`config.mk`:
```
export PLATFORM = sky130hd
export DESIGN_NAME = rtc_aux
export DESIGN_NICKNAME = d
export VERILOG_FILES = /design/src/hw/alarm_match.v /design/src/hw/rtc_aux.v
export VERILOG_INCLUDE_DIRS = /design/src /design/src/hw
export SDC_FILE = /design/constraint.sdc
export NUM_CORES = 1
export LEC_CHECK = 0
export BUFFER_PORTS_ARGS = -buffer_cell sky130_fd_sc_hd__buf_2
export CAP_MARGIN = 30
export CORE_UTILIZATION = 32
export CTS_CLUSTER_DIAMETER = 200
export DETAILED_ROUTE_END_ITERATION = 12
export GPL_TIMING_DRIVEN = 0
export MAX_ROUTING_LAYER = met4
export PLACE_DENSITY_LB_ADDON = 0.25
export SLEW_MARGIN = 10
export SYNTH_ARGS = -nofsm -noshare
export SYNTH_HDL_FRONTEND = slang
export SYNTH_SLANG_ARGS = --single-unit
export TNS_END_PERCENT = 5
```
`constraint.sdc`:
```
create_clock -name SYS_CLK -period 7.86 [get_ports SYS_CLK]
set_input_delay 0.786 -clock SYS_CLK [delete_from_list [all_inputs] [get_ports SYS_CLK]]
set_output_delay 0.786 -clock SYS_CLK [all_outputs]
set_load 0.005 [all_outputs]
```
`src/hw/rtc_aux_regs.vh`:
```
// Register map, field positions, reset values and timing counts of the RTC auxiliary block
`ifndef RTC_AUX_REGS_VH
`define RTC_AUX_REGS_VH

// ****************************************************************
// Register addresses
// ****************************************************************
`define ADDR_SECONDS      4'h1
`define ADDR_DAY          4'h4
`define ADDR_CLOCK_LAST   4'h7
`define ADDR_RATE_TRIM    4'h8
`define ADDR_TIMEOUT      4'h9
`define ADDR_AL_MONTH     4'ha
`define ADDR_AL_DATE      4'hb
`define ADDR_AL_HOUR      4'hc
`define ADDR_AL_MIN       4'hd
`define ADDR_AL_SEC       4'he
`define ADDR_EVENT_FLAGS  4'hf
`define AL_REG_COUNT      5

// ****************************************************************
// Field positions
// ****************************************************************
`define HALT_BIT          7
`define RATE_SEL_HI       7
`define RATE_SEL_LO       4
`define TRIM_OUT_BIT      7
`define TRIM_FT_BIT       6
`define TRIM_SIGN_BIT     5
`define TRIM_MAG_HI       4
`define AFE_BIT           7
`define WAVE_PIN_ENABLE_BIT          6
`define TONE_EN_BIT       5
`define REPEAT_BIT        7
`define REPEAT5_BIT       6
`define WD_RES_HI_BIT     7
`define WD_MULT_HI        6
`define WD_MULT_LO        2
`define WD_RES_LO_HI      1

// ****************************************************************
// Reset values
// ****************************************************************
`define RATE_TRIM_RST     8'h00
`define TIMEOUT_RST       8'h00
`define AL_MONTH_RST      8'h60
`define AL_OTHER_RST      8'h00
`define RATE_SEL_RST      4'h1

// ****************************************************************
// Repeat modes, ordered fifth bit down to first
// ****************************************************************
`define RPT_EVERY_SEC     5'h1f
`define RPT_EVERY_MIN     5'h1e
`define RPT_EVERY_HOUR    5'h1c
`define RPT_EVERY_DAY     5'h18
`define RPT_EVERY_MONTH   5'h10
`define RPT_EVERY_YEAR    5'h00

// ****************************************************************
// Timing
// ****************************************************************
`define SYS_CLK_KHZ       20000
`define OSC_PER_SEC       16'h8000
`define CAL_SHORTEN       16'h0080
`define CAL_LENGTHEN      16'h0100
`define SEC_PER_MIN       6'h3c
`define CAL_ELIGIBLE_MIN  6'h3e
`define WD_TICK_OSC       11'h7ff
`define WD_UNIT_16TH      10'h001
`define WD_UNIT_QUARTER   10'h004
`define WD_UNIT_SEC       10'h010
`define WD_UNIT_4SEC      10'h040
`define WD_UNIT_MIN       10'h3c0
`define WD_RES_MAX        3'h4
`define WAVE_512_BIT      5
`define REC_PULSE_MS      200
`define REC_PULSE_CYC     (`REC_PULSE_MS * `SYS_CLK_KHZ)

`endif

```
`src/hw/alarm_match.v`:
```
// Alarm comparator: repeat-mode decode and field compare
`timescale 1ns/1ps
`include "rtc_aux_regs.vh"

module alarm_match (
  // Repeat bits, fifth down to first
  input  wire [4:0] alarm_repeat_bits,
  // Alarm settings, repeat bits stripped
  input  wire [4:0] al_month,
  input  wire [5:0] al_date,
  input  wire [5:0] al_hour,
  input  wire [6:0] al_min,
  input  wire [6:0] al_sec,
  // Running time
  input  wire [4:0] cur_month,
  input  wire [5:0] cur_date,
  input  wire [5:0] cur_hour,
  input  wire [6:0] cur_min,
  input  wire [6:0] cur_sec,
  // Result
  output reg        match
);

  wire eq_sec;
  wire eq_min;
  wire eq_hour;
  wire eq_date;
  wire eq_month;

  assign eq_sec   = (al_sec == cur_sec);
  assign eq_min   = (al_min == cur_min);
  assign eq_hour  = (al_hour == cur_hour);
  assign eq_date  = (al_date == cur_date);
  assign eq_month = (al_month == cur_month);

  always @* begin
    case (alarm_repeat_bits)
      `RPT_EVERY_MIN:   match = eq_sec;
      `RPT_EVERY_HOUR:  match = eq_sec & eq_min;
      `RPT_EVERY_DAY:   match = eq_sec & eq_min & eq_hour;
      `RPT_EVERY_MONTH: match = eq_sec & eq_min & eq_hour & eq_date;
      `RPT_EVERY_YEAR:  match = eq_sec & eq_min & eq_hour & eq_date & eq_month;
      // Undefined codes fire every second so a bad setting shows quickly
      default:          match = 1'b1;
    endcase
  end

endmodule // alarm_match

```
`src/hw/rtc_aux.v`:
```
// RTC auxiliary logic: calibration, alarm, watchdog, square-wave and 32 kHz outputs
`timescale 1ns/1ps
`include "rtc_aux_regs.vh"

module rtc_aux #(
  parameter         HAS_WDO        = 0,
  parameter integer REC_PULSE_CYCLES = `REC_PULSE_CYC
) (
  // Clock and reset
  input  wire       SYS_CLK,
  input  wire       RST,
  // Oscillator from pin
  input  wire       OSC_IN,
  // Register port from serial interface
  input  wire       WR_STB,
  input  wire [3:0] WR_ADDR,
  input  wire [7:0] WR_DATA,
  input  wire       RD_STB,
  input  wire [3:0] RD_ADDR,
  output wire [7:0] RD_DATA,
  input  wire [3:0] PTR_ADDR,
  // Running time from calendar
  input  wire [4:0] CUR_MONTH,
  input  wire [5:0] CUR_DATE,
  input  wire [5:0] CUR_HOUR,
  input  wire [6:0] CUR_MIN,
  input  wire [6:0] CUR_SEC,
  // Time base to calendar
  output wire       SECOND_TICK,
  output wire       OSC_HALT,
  // Pins
  output wire       WAVE_PIN,
  output wire       FIXED_TONE_PIN,
  output wire       IRQ_N_O,
  output wire       IRQ_N_OE,
  output wire       WDO_N_O,
  output wire       WDO_N_OE
);

  // ****************************************************************
  // Register file
  // ****************************************************************
  reg  [7:0]  trim_ff;
  reg  [7:0]  timeout_ff;
  reg  [7:0]  alarm_ff [0:`AL_REG_COUNT-1];
  reg  [3:0]  rate_sel_ff;
  reg         halt_ff;
  reg  [7:0]  rd_data_ff;
  reg         af_ff;
  reg         wdf_ff;
  reg         pend_ff;

  wire        wr_trim    = WR_STB && (WR_ADDR == `ADDR_RATE_TRIM);
  wire        wr_timeout = WR_STB && (WR_ADDR == `ADDR_TIMEOUT);
  wire        wr_clock   = WR_STB && (WR_ADDR <= `ADDR_CLOCK_LAST);
  wire        rd_flags   = RD_STB && (RD_ADDR == `ADDR_EVENT_FLAGS);
  wire [7:0]  flags_val  = {wdf_ff, af_ff, 6'h00};

  genvar gi;
  generate
    for (gi = 0; gi < `AL_REG_COUNT; gi = gi + 1) begin : g_alarm
      always @(posedge SYS_CLK or posedge RST) begin
        if (RST) begin
          alarm_ff[gi] <= (gi == 0) ? `AL_MONTH_RST : `AL_OTHER_RST;
        end else if (WR_STB && (WR_ADDR == `ADDR_AL_MONTH + gi)) begin
          alarm_ff[gi] <= WR_DATA;
        end
      end
    end
  endgenerate

  always @(posedge SYS_CLK or posedge RST) begin
    if (RST) begin
      trim_ff     <= `RATE_TRIM_RST;
      timeout_ff  <= `TIMEOUT_RST;
      rate_sel_ff <= `RATE_SEL_RST;
      halt_ff     <= 1'b0;
    end else begin
      if (wr_trim) begin
        trim_ff <= WR_DATA;
      end
      if (wr_timeout) begin
        timeout_ff <= WR_DATA;
      end
      if (WR_STB && (WR_ADDR == `ADDR_DAY)) begin
        rate_sel_ff <= WR_DATA[`RATE_SEL_HI:`RATE_SEL_LO];
      end
      if (WR_STB && (WR_ADDR == `ADDR_SECONDS)) begin
        halt_ff <= WR_DATA[`HALT_BIT];
      end
    end
  end

  // Read data is sampled at the strobe so the clearing read still sees the flags
  reg [7:0] rd_mux;
  always @* begin
    case (RD_ADDR)
      `ADDR_RATE_TRIM:   rd_mux = trim_ff;
      `ADDR_TIMEOUT:     rd_mux = timeout_ff;
      `ADDR_AL_MONTH:    rd_mux = alarm_ff[0];
      `ADDR_AL_DATE:     rd_mux = alarm_ff[1];
      `ADDR_AL_HOUR:     rd_mux = alarm_ff[2];
      `ADDR_AL_MIN:      rd_mux = alarm_ff[3];
      `ADDR_AL_SEC:      rd_mux = alarm_ff[4];
      `ADDR_EVENT_FLAGS: rd_mux = flags_val;
      default:           rd_mux = 8'h00;
    endcase
  end

  always @(posedge SYS_CLK or posedge RST) begin
    if (RST) begin
      rd_data_ff <= 8'h00;
    end else if (RD_STB) begin
      rd_data_ff <= rd_mux;
    end
  end

  // ****************************************************************
  // Oscillator sampling and dividers
  // ****************************************************************
  reg         osc_s1_ff;
  reg         osc_s2_ff;
  reg         osc_d_ff;
  reg  [14:0] wave_div_ff;
  reg  [15:0] sec_div_ff;
  reg  [5:0]  sec_in_min_ff;
  reg  [5:0]  cal_min_ff;
  reg         sec_pulse_ff;
  reg         check_ff;

  wire        run_tick = osc_s2_ff & ~osc_d_ff & ~halt_ff;
  wire [5:0]  cal_span = {trim_ff[`TRIM_MAG_HI:0], 1'b0};
  wire        cal_now  = (sec_in_min_ff == 6'h00) && (cal_min_ff < cal_span) &&
                         (cal_min_ff < `CAL_ELIGIBLE_MIN);
  // Positive trim speeds up by shortening; negative slows by lengthening
  wire [15:0] sec_len  = !cal_now ? `OSC_PER_SEC :
                         trim_ff[`TRIM_SIGN_BIT] ? (`OSC_PER_SEC - `CAL_SHORTEN) :
                                                   (`OSC_PER_SEC + `CAL_LENGTHEN);
  wire        sec_end  = run_tick && (sec_div_ff == sec_len - 16'h0001);

  always @(posedge SYS_CLK or posedge RST) begin
    if (RST) begin
      osc_s1_ff     <= 1'b0;
      osc_s2_ff     <= 1'b0;
      osc_d_ff      <= 1'b0;
      wave_div_ff   <= 15'h0000;
      sec_div_ff    <= 16'h0000;
      sec_in_min_ff <= 6'h00;
      cal_min_ff    <= 6'h00;
      sec_pulse_ff  <= 1'b0;
      check_ff      <= 1'b0;
    end else begin
      osc_s1_ff    <= OSC_IN;
      osc_s2_ff    <= osc_s1_ff;
      osc_d_ff     <= osc_s2_ff;
      sec_pulse_ff <= sec_end;
      check_ff     <= sec_pulse_ff;
      // Free divider kept apart from the trimmed one
      if (run_tick) begin
        wave_div_ff <= wave_div_ff + 15'h0001;
      end
      if (sec_end) begin
        sec_div_ff <= 16'h0000;
        if (sec_in_min_ff == `SEC_PER_MIN - 6'h01) begin
          sec_in_min_ff <= 6'h00;
          cal_min_ff    <= cal_min_ff + 6'h01;
        end else begin
          sec_in_min_ff <= sec_in_min_ff + 6'h01;
        end
      end else if (run_tick) begin
        sec_div_ff <= sec_div_ff + 16'h0001;
      end
    end
  end

  // ****************************************************************
  // Alarm
  // ****************************************************************
  wire        al_match;
  wire [4:0]  rpt = {alarm_ff[1][`REPEAT5_BIT], alarm_ff[1][`REPEAT_BIT],
                     alarm_ff[2][`REPEAT_BIT], alarm_ff[3][`REPEAT_BIT],
                     alarm_ff[4][`REPEAT_BIT]};

  alarm_match u_match (
    .alarm_repeat_bits (rpt),
    .al_month          (alarm_ff[0][4:0]),
    .al_date           (alarm_ff[1][5:0]),
    .al_hour           (alarm_ff[2][5:0]),
    .al_min            (alarm_ff[3][6:0]),
    .al_sec            (alarm_ff[4][6:0]),
    .cur_month         (CUR_MONTH),
    .cur_date          (CUR_DATE),
    .cur_hour          (CUR_HOUR),
    .cur_min           (CUR_MIN),
    .cur_sec           (CUR_SEC),
    .match             (al_match)
  );

  // Compare a cycle after the tick, once the calendar has stepped
  wire        hit      = check_ff & al_match;
  wire        ptr_on_f = (PTR_ADDR == `ADDR_EVENT_FLAGS);
  wire        af_set   = ~ptr_on_f & (hit | pend_ff);

  always @(posedge SYS_CLK or posedge RST) begin
    if (RST) begin
      af_ff   <= 1'b0;
      pend_ff <= 1'b0;
    end else begin
      pend_ff <= ptr_on_f & (pend_ff | hit);
      // Set wins over the clearing read
      af_ff   <= af_set | (af_ff & ~rd_flags);
    end
  end

  // ****************************************************************
  // Watchdog
  // ****************************************************************
  reg         wd_en_ff;
  reg  [14:0] wd_cnt_ff;
  reg  [10:0] wd_phase_ff;
  reg         wd_irq_ff;
  reg  [31:0] rec_cnt_ff;
  reg  [9:0]  wd_unit;

  wire [2:0]  cur_res  = {timeout_ff[`WD_RES_HI_BIT], timeout_ff[`WD_RES_LO_HI:0]};
  wire [4:0]  cur_mult = timeout_ff[`WD_MULT_HI:`WD_MULT_LO];
  wire [2:0]  new_res  = {WR_DATA[`WD_RES_HI_BIT], WR_DATA[`WD_RES_LO_HI:0]};
  wire [4:0]  new_mult = WR_DATA[`WD_MULT_HI:`WD_MULT_LO];
  wire [2:0]  sel_res  = wr_timeout ? new_res : cur_res;
  wire [4:0]  sel_mult = wr_timeout ? new_mult : cur_mult;
  wire [14:0] wd_load  = {10'h000, sel_mult} * {5'h00, wd_unit};
  wire        restart  = wr_timeout | (wr_clock & wd_en_ff);
  wire        tick16   = run_tick && (wd_phase_ff == `WD_TICK_OSC);
  wire        expire   = wd_en_ff && (wd_cnt_ff == 15'h0000) && !restart;

  always @* begin
    case (sel_res)
      3'h0:    wd_unit = `WD_UNIT_16TH;
      3'h1:    wd_unit = `WD_UNIT_QUARTER;
      3'h2:    wd_unit = `WD_UNIT_SEC;
      3'h3:    wd_unit = `WD_UNIT_4SEC;
      3'h4:    wd_unit = `WD_UNIT_MIN;
      default: wd_unit = 10'h000;
    endcase
  end

  always @(posedge SYS_CLK or posedge RST) begin
    if (RST) begin
      wd_en_ff    <= 1'b0;
      wd_cnt_ff   <= 15'h0000;
      wd_phase_ff <= 11'h000;
      wd_irq_ff   <= 1'b0;
      wdf_ff      <= 1'b0;
      rec_cnt_ff  <= 32'h0000_0000;
    end else begin
      if (restart) begin
        wd_cnt_ff   <= wd_load;
        wd_phase_ff <= 11'h000;
        if (wr_timeout) begin
          // Zero value, or invalid resolution, leaves it idle
          wd_en_ff <= (WR_DATA != 8'h00) && (new_res <= `WD_RES_MAX);
        end
      end else begin
        if (run_tick) begin
          wd_phase_ff <= wd_phase_ff + 11'h001;
        end
        if (tick16 && (wd_cnt_ff != 15'h0000)) begin
          wd_cnt_ff <= wd_cnt_ff - 15'h0001;
        end
        // A zero load expires on the next cycle
        if (expire) begin
          wd_en_ff <= 1'b0;
        end
      end
      wdf_ff <= expire | (wdf_ff & ~rd_flags);
      if (HAS_WDO == 0) begin
        wd_irq_ff <= (expire & ~halt_ff) | (wd_irq_ff & ~wr_timeout) | expire;
      end
      if ((HAS_WDO != 0) && expire && !halt_ff) begin
        rec_cnt_ff <= REC_PULSE_CYCLES;
      end else if (rec_cnt_ff != 32'h0000_0000) begin
        rec_cnt_ff <= rec_cnt_ff - 32'h0000_0001;
      end
    end
  end

  // ****************************************************************
  // Pins
  // ****************************************************************
  reg         wave_ff;
  reg         tone_ff;
  reg         irq_oe_ff;
  reg         wave_sel;

  wire        irq_active = (af_ff & alarm_ff[0][`AFE_BIT]) | wd_irq_ff;
  wire        ft_mode    = trim_ff[`TRIM_FT_BIT] & trim_ff[`TRIM_OUT_BIT] & ~halt_ff;

  always @* begin
    case (rate_sel_ff)
      4'h0:    wave_sel = 1'b0;
      4'h1:    wave_sel = osc_s2_ff;
      default: wave_sel = wave_div_ff[rate_sel_ff - 4'h1];
    endcase
  end

  always @(posedge SYS_CLK or posedge RST) begin
    if (RST) begin
      wave_ff   <= 1'b0;
      tone_ff   <= 1'b0;
      irq_oe_ff <= 1'b0;
    end else begin
      wave_ff   <= wave_sel & alarm_ff[0][`WAVE_PIN_ENABLE_BIT] & ~halt_ff;
      tone_ff   <= osc_s2_ff & alarm_ff[0][`TONE_EN_BIT] & ~halt_ff;
      // Open drain: interrupt first, then the 512 Hz test tone, else the output level
      irq_oe_ff <= irq_active |
                   (ft_mode ? ~wave_div_ff[`WAVE_512_BIT] : ~trim_ff[`TRIM_OUT_BIT]);
    end
  end

  assign RD_DATA        = rd_data_ff;
  assign SECOND_TICK    = sec_pulse_ff;
  assign OSC_HALT       = halt_ff;
  assign WAVE_PIN       = wave_ff;
  assign FIXED_TONE_PIN = tone_ff;
  assign IRQ_N_O        = 1'b0;
  assign IRQ_N_OE       = irq_oe_ff;
  assign WDO_N_O        = 1'b0;
  assign WDO_N_OE       = (rec_cnt_ff != 32'h0000_0000);

endmodule // rtc_aux

```
==> flow_metrics.tcl <==
set metrics [dict create \
    max_freq_mhz 195 \
    synth_fa_ha_area_share_pct 7.03 \
    synthMuxAreaShare_pct 9.85 \
    setup_violations 0 \
    hold_viol_final 0 \
    drc 0 \
    hold_buffers 0 \
    min_delay_path_depth 0 \
    synth_xor_area_share_pct 9.06 \
    syn_to_final_growth_pct 14.3 \
    viasPerCell 4.96 \
    cap_violations 0 \
    worstSetupPathType "input port to flop" \
    numCtsBuffers 17 \
    syn_area_mm2 0.0104 \
    die_h_um 183 \
    ys_warn_count 0 \
    r2r_start "timeout_ff[0]" \
    fillCellCount 3148 \
    crit_path_end_kind "flop" \
    dieArea_mm2 0.0333 \
    num_io_pins 72 \
    grt_remaining_overflow 0 \
    synth_compound_area_share_pct 9.42 \
    hpwl_um 17900 \
    htreeDepth 4 \
    n_antenna_cell 0 \
    synth_seq_area_share_pct 44.0 \
    drtPass1Iterations 4 \
    vdd_drop_max_mv 0.119 \
    grt_pass1_vias 7484 \
    reg2reg_depth 14 \
    required_ns 8.15 \
    rsz0062_at_grt "no" \
    clock_path_buffers 2 \
    synth.distinct_cells 80 \
    gr-usage-met3_pct 2.45 \
    worstMarginPinSlew_ns 0.822 \
    clock-root-buffer "clkbuf_16" \
    worstSkewPairLatency_ns 0.44 \
    die_w_um 183 \
    fin_total_pwr_w 0.00274 \
    track_usage_pct 15.6 \
    slew_violations 0 \
    tritoncts "yes" \
    totalWireLength_um 24300 \
    grtUsageMet2_pct 24.9 \
    synth-seq-cells 183 \
    arrival_ns 5.42 \
    min_to "osc_s2_ff" \
    clock-sinks 183 \
    cts_resized 0 \
    status "complete, no violations" \
    min_period_ns 5.12 \
    fin_nets 1201 \
    tns_ns 0 \
    grt_busiest_layer "met2" \
    antenna_found_initial 0 \
    relSlewSlack_pct 45.0 \
    via_count 7639 \
    wl_per_cell_um 15.8 \
    synth_top_flop_cell "dfrtp_1" \
    grt_use_met1_pct 20.5 \
    r2r-end "wd_cnt_ff[13]" \
    utilization_pct 37.5 \
    fin_worst_skew_ns 0.0100 \
    initial_utilization_pct 32.8 \
    startpoint_type "input port" \
    cts.clk_slew.worst_paths_ns 0.07 \
    io_buffers 62 \
    grt_max_degree 103 \
    r2r_setup_slack_ns 3.43 \
    drive_gt1_share_pct 18.3 \
    syn_avg_cell_area_um2 10.3 \
    fin_crit_sh_pct 65.2 \
    syn_inst 1008 \
    drt_iter0_drc 465 \
    synth_top_family_by_area "simple AND/OR/NAND/NOR gates" \
    dp_cells 1508 \
    synth-simple-area-share_pct 17.0 \
    pwr_density_cell_mw_per_mm2 230 \
    min_from "osc_s1_ff" \
    gp_congestion 0.871 \
    rows 65 \
    async_reset_ff_share_pct 100 \
    leakage_nw 5.62 \
    post_cts_buffers 0 \
    core_mm2 0.0318 \
    grt_pass1_wl_um 39900 \
    ant_nets 0 \
    min_path_type "flop to flop" \
    critPathMaxFanout 10 \
    fin_cells 1541 \
    synth_enable_flop_cells 0 \
]
-- how the worst max path moves through the flow --
stage,start,to,slack (ns),cells after the start
floorplan,RST,FIXED_TONE_PIN,2.11,1
global placement,RST,alarm_ff[3],-0.20,2
detailed placement,WR_STB,wd_cnt_ff[14],2.22,19
CTS,WR_STB,wd_cnt_ff[14],2.69,19
global route,WR_STB,wd_cnt_ff[14],2.29,19
finish,WR_STB,wd_cnt_ff[13],2.74,18
-- flip-flops by register name (all words and copies together) (netlist names), 4 cells and up --
name / cells
alarm_ff: 40
rec_cnt_ff: 32
sec_div_ff: 16
wave_div_ff: 15
wd_cnt_ff: 15
wd_phase_ff: 11
RD_DATA: 8
timeout_ff: 8
trim_ff: 8
cal_min_ff: 6
sec_in_min_ff: 6
rate_sel_ff: 4
-- cells by family after synthesis --
group	Yosys count
DFF	183
muxes	88
xor gates and xnor gates	107
AOI/OAI and AO/OA	146
buffers and inverters	95
other	1
adders and majority gates	52
and+or+nand+nor	336
-- cell type report --
class                           count  area (µm²)  share of cell area [%]
Timing Repair Buffer               65         350                    2.94
Clock inverter                     12         116                   0.976
Sequential cell                   183        4580                    38.4
Buffer                             30         133                    1.11
Tap cell                          435         544                    4.57
Inverter                           65         251                    2.11
Multi-Input combinational cell    731        5480                    45.9
Clock buffer                       20         467                    3.91
-- cells in the mapped netlist, drive strengths merged, types with 15 or more instances --
master    n  share of area [%]
dfrtp   180                 43
nor2     83                3.0
nand2    73                2.7
inv      65                2.3
mux2     64                6.9
xor2     59                5.0
xnor2    48                4.1
ha       41                4.9
o21ai    41                2.0
nor3     33                1.6
nand3    27                1.4
nand4    25                1.6
a21oi    19               0.91
mux2i    19                1.8
clkbuf   18               0.65
nor4     16                1.2
a31oi    15               0.96
-- report_power, final --
group          internal, W  switching [W]
clock             0.000467       0.000393
sequential         0.00110       0.000153
combinational     0.000299       0.000330
total              0.00186       0.000875
-- per-stage QoR --
stage	worst slack [ns]	cell area [µm²]	hold WS [ns]
after floorplan	2.11	10400	0.331
after global placement	-0.201	11300	0.338
after detailed placement	2.22	11300	0.350
after CTS	2.69	11900	0.366
after global routing	2.29	11900	0.366
final	2.74	11900	0.360
-- critical path, cell delays in order --
cell	delay, ns
buf_2	0.13
nor2b_1	0.24
nand4b_1	0.24
buf_2	0.29
mux2i_1	0.35
nand3_1	0.17
nor2_1	0.38
inv_1	0.15
fa_1	0.55
inv_1	0.05
fa_1	0.49
ha_1	0.31
ha_1	0.35
a21o_1	0.17
a31oi_1	0.22
o21ai_0	0.16
xnor2_1	0.20
o221ai_1	0.15
-- routing by layer --
layer  up-vias  part of all wire (%)
met5         -                     0
met2       139                    48
met1      3747                    48
li1       3731                     -
met3        22                   3.4
met4         0                   1.2
-- cell usage in the layout, fill, tap and decap left out, types with 4 or more instances in the layout --
cell type | Yosys | routed
nor2_1 | 83 | 83
mux4_2 | 5 | 5
nand3_1 | 25 | 25
or3_1 | 9 | 9
fa_1 | 11 | 11
mux2_2 | 62 | 62
nor4_1 | 13 | 13
nand4_1 | 24 | 24
a31oi_1 | 14 | 14
ha_1 | 41 | 41
o21ai_1 | 9 | 9
nand2b_1 | 7 | 7
nor3b_1 | 6 | 6
o2bb2ai_1 | 5 | 5
a22oi_1 | 12 | 12
and2_1 | 5 | 5
a21oi_1 | 19 | 19
o41ai_1 | 5 | 5
o22ai_1 | 11 | 11
nand4b_1 | 6 | 6
clkbuf_1 | 18 | 18
dfrtp_1 | 180 | 180
a21o_1 | 8 | 8
buf_4 | 3 | 4
buf_2 | 7 | 69
clkbuf_16 | 0 | 17
o21ai_0 | 31 | 31
nor2b_1 | 12 | 12
inv_1 | 64 | 63
and3_1 | 9 | 9
mux2i_1 | 19 | 19
nand2_1 | 72 | 72
xnor2_1 | 47 | 47
xor2_1 | 59 | 59
o221ai_1 | 4 | 4
nor3_1 | 33 | 32
Note: power is estimated with default switching activity, not from simulation.
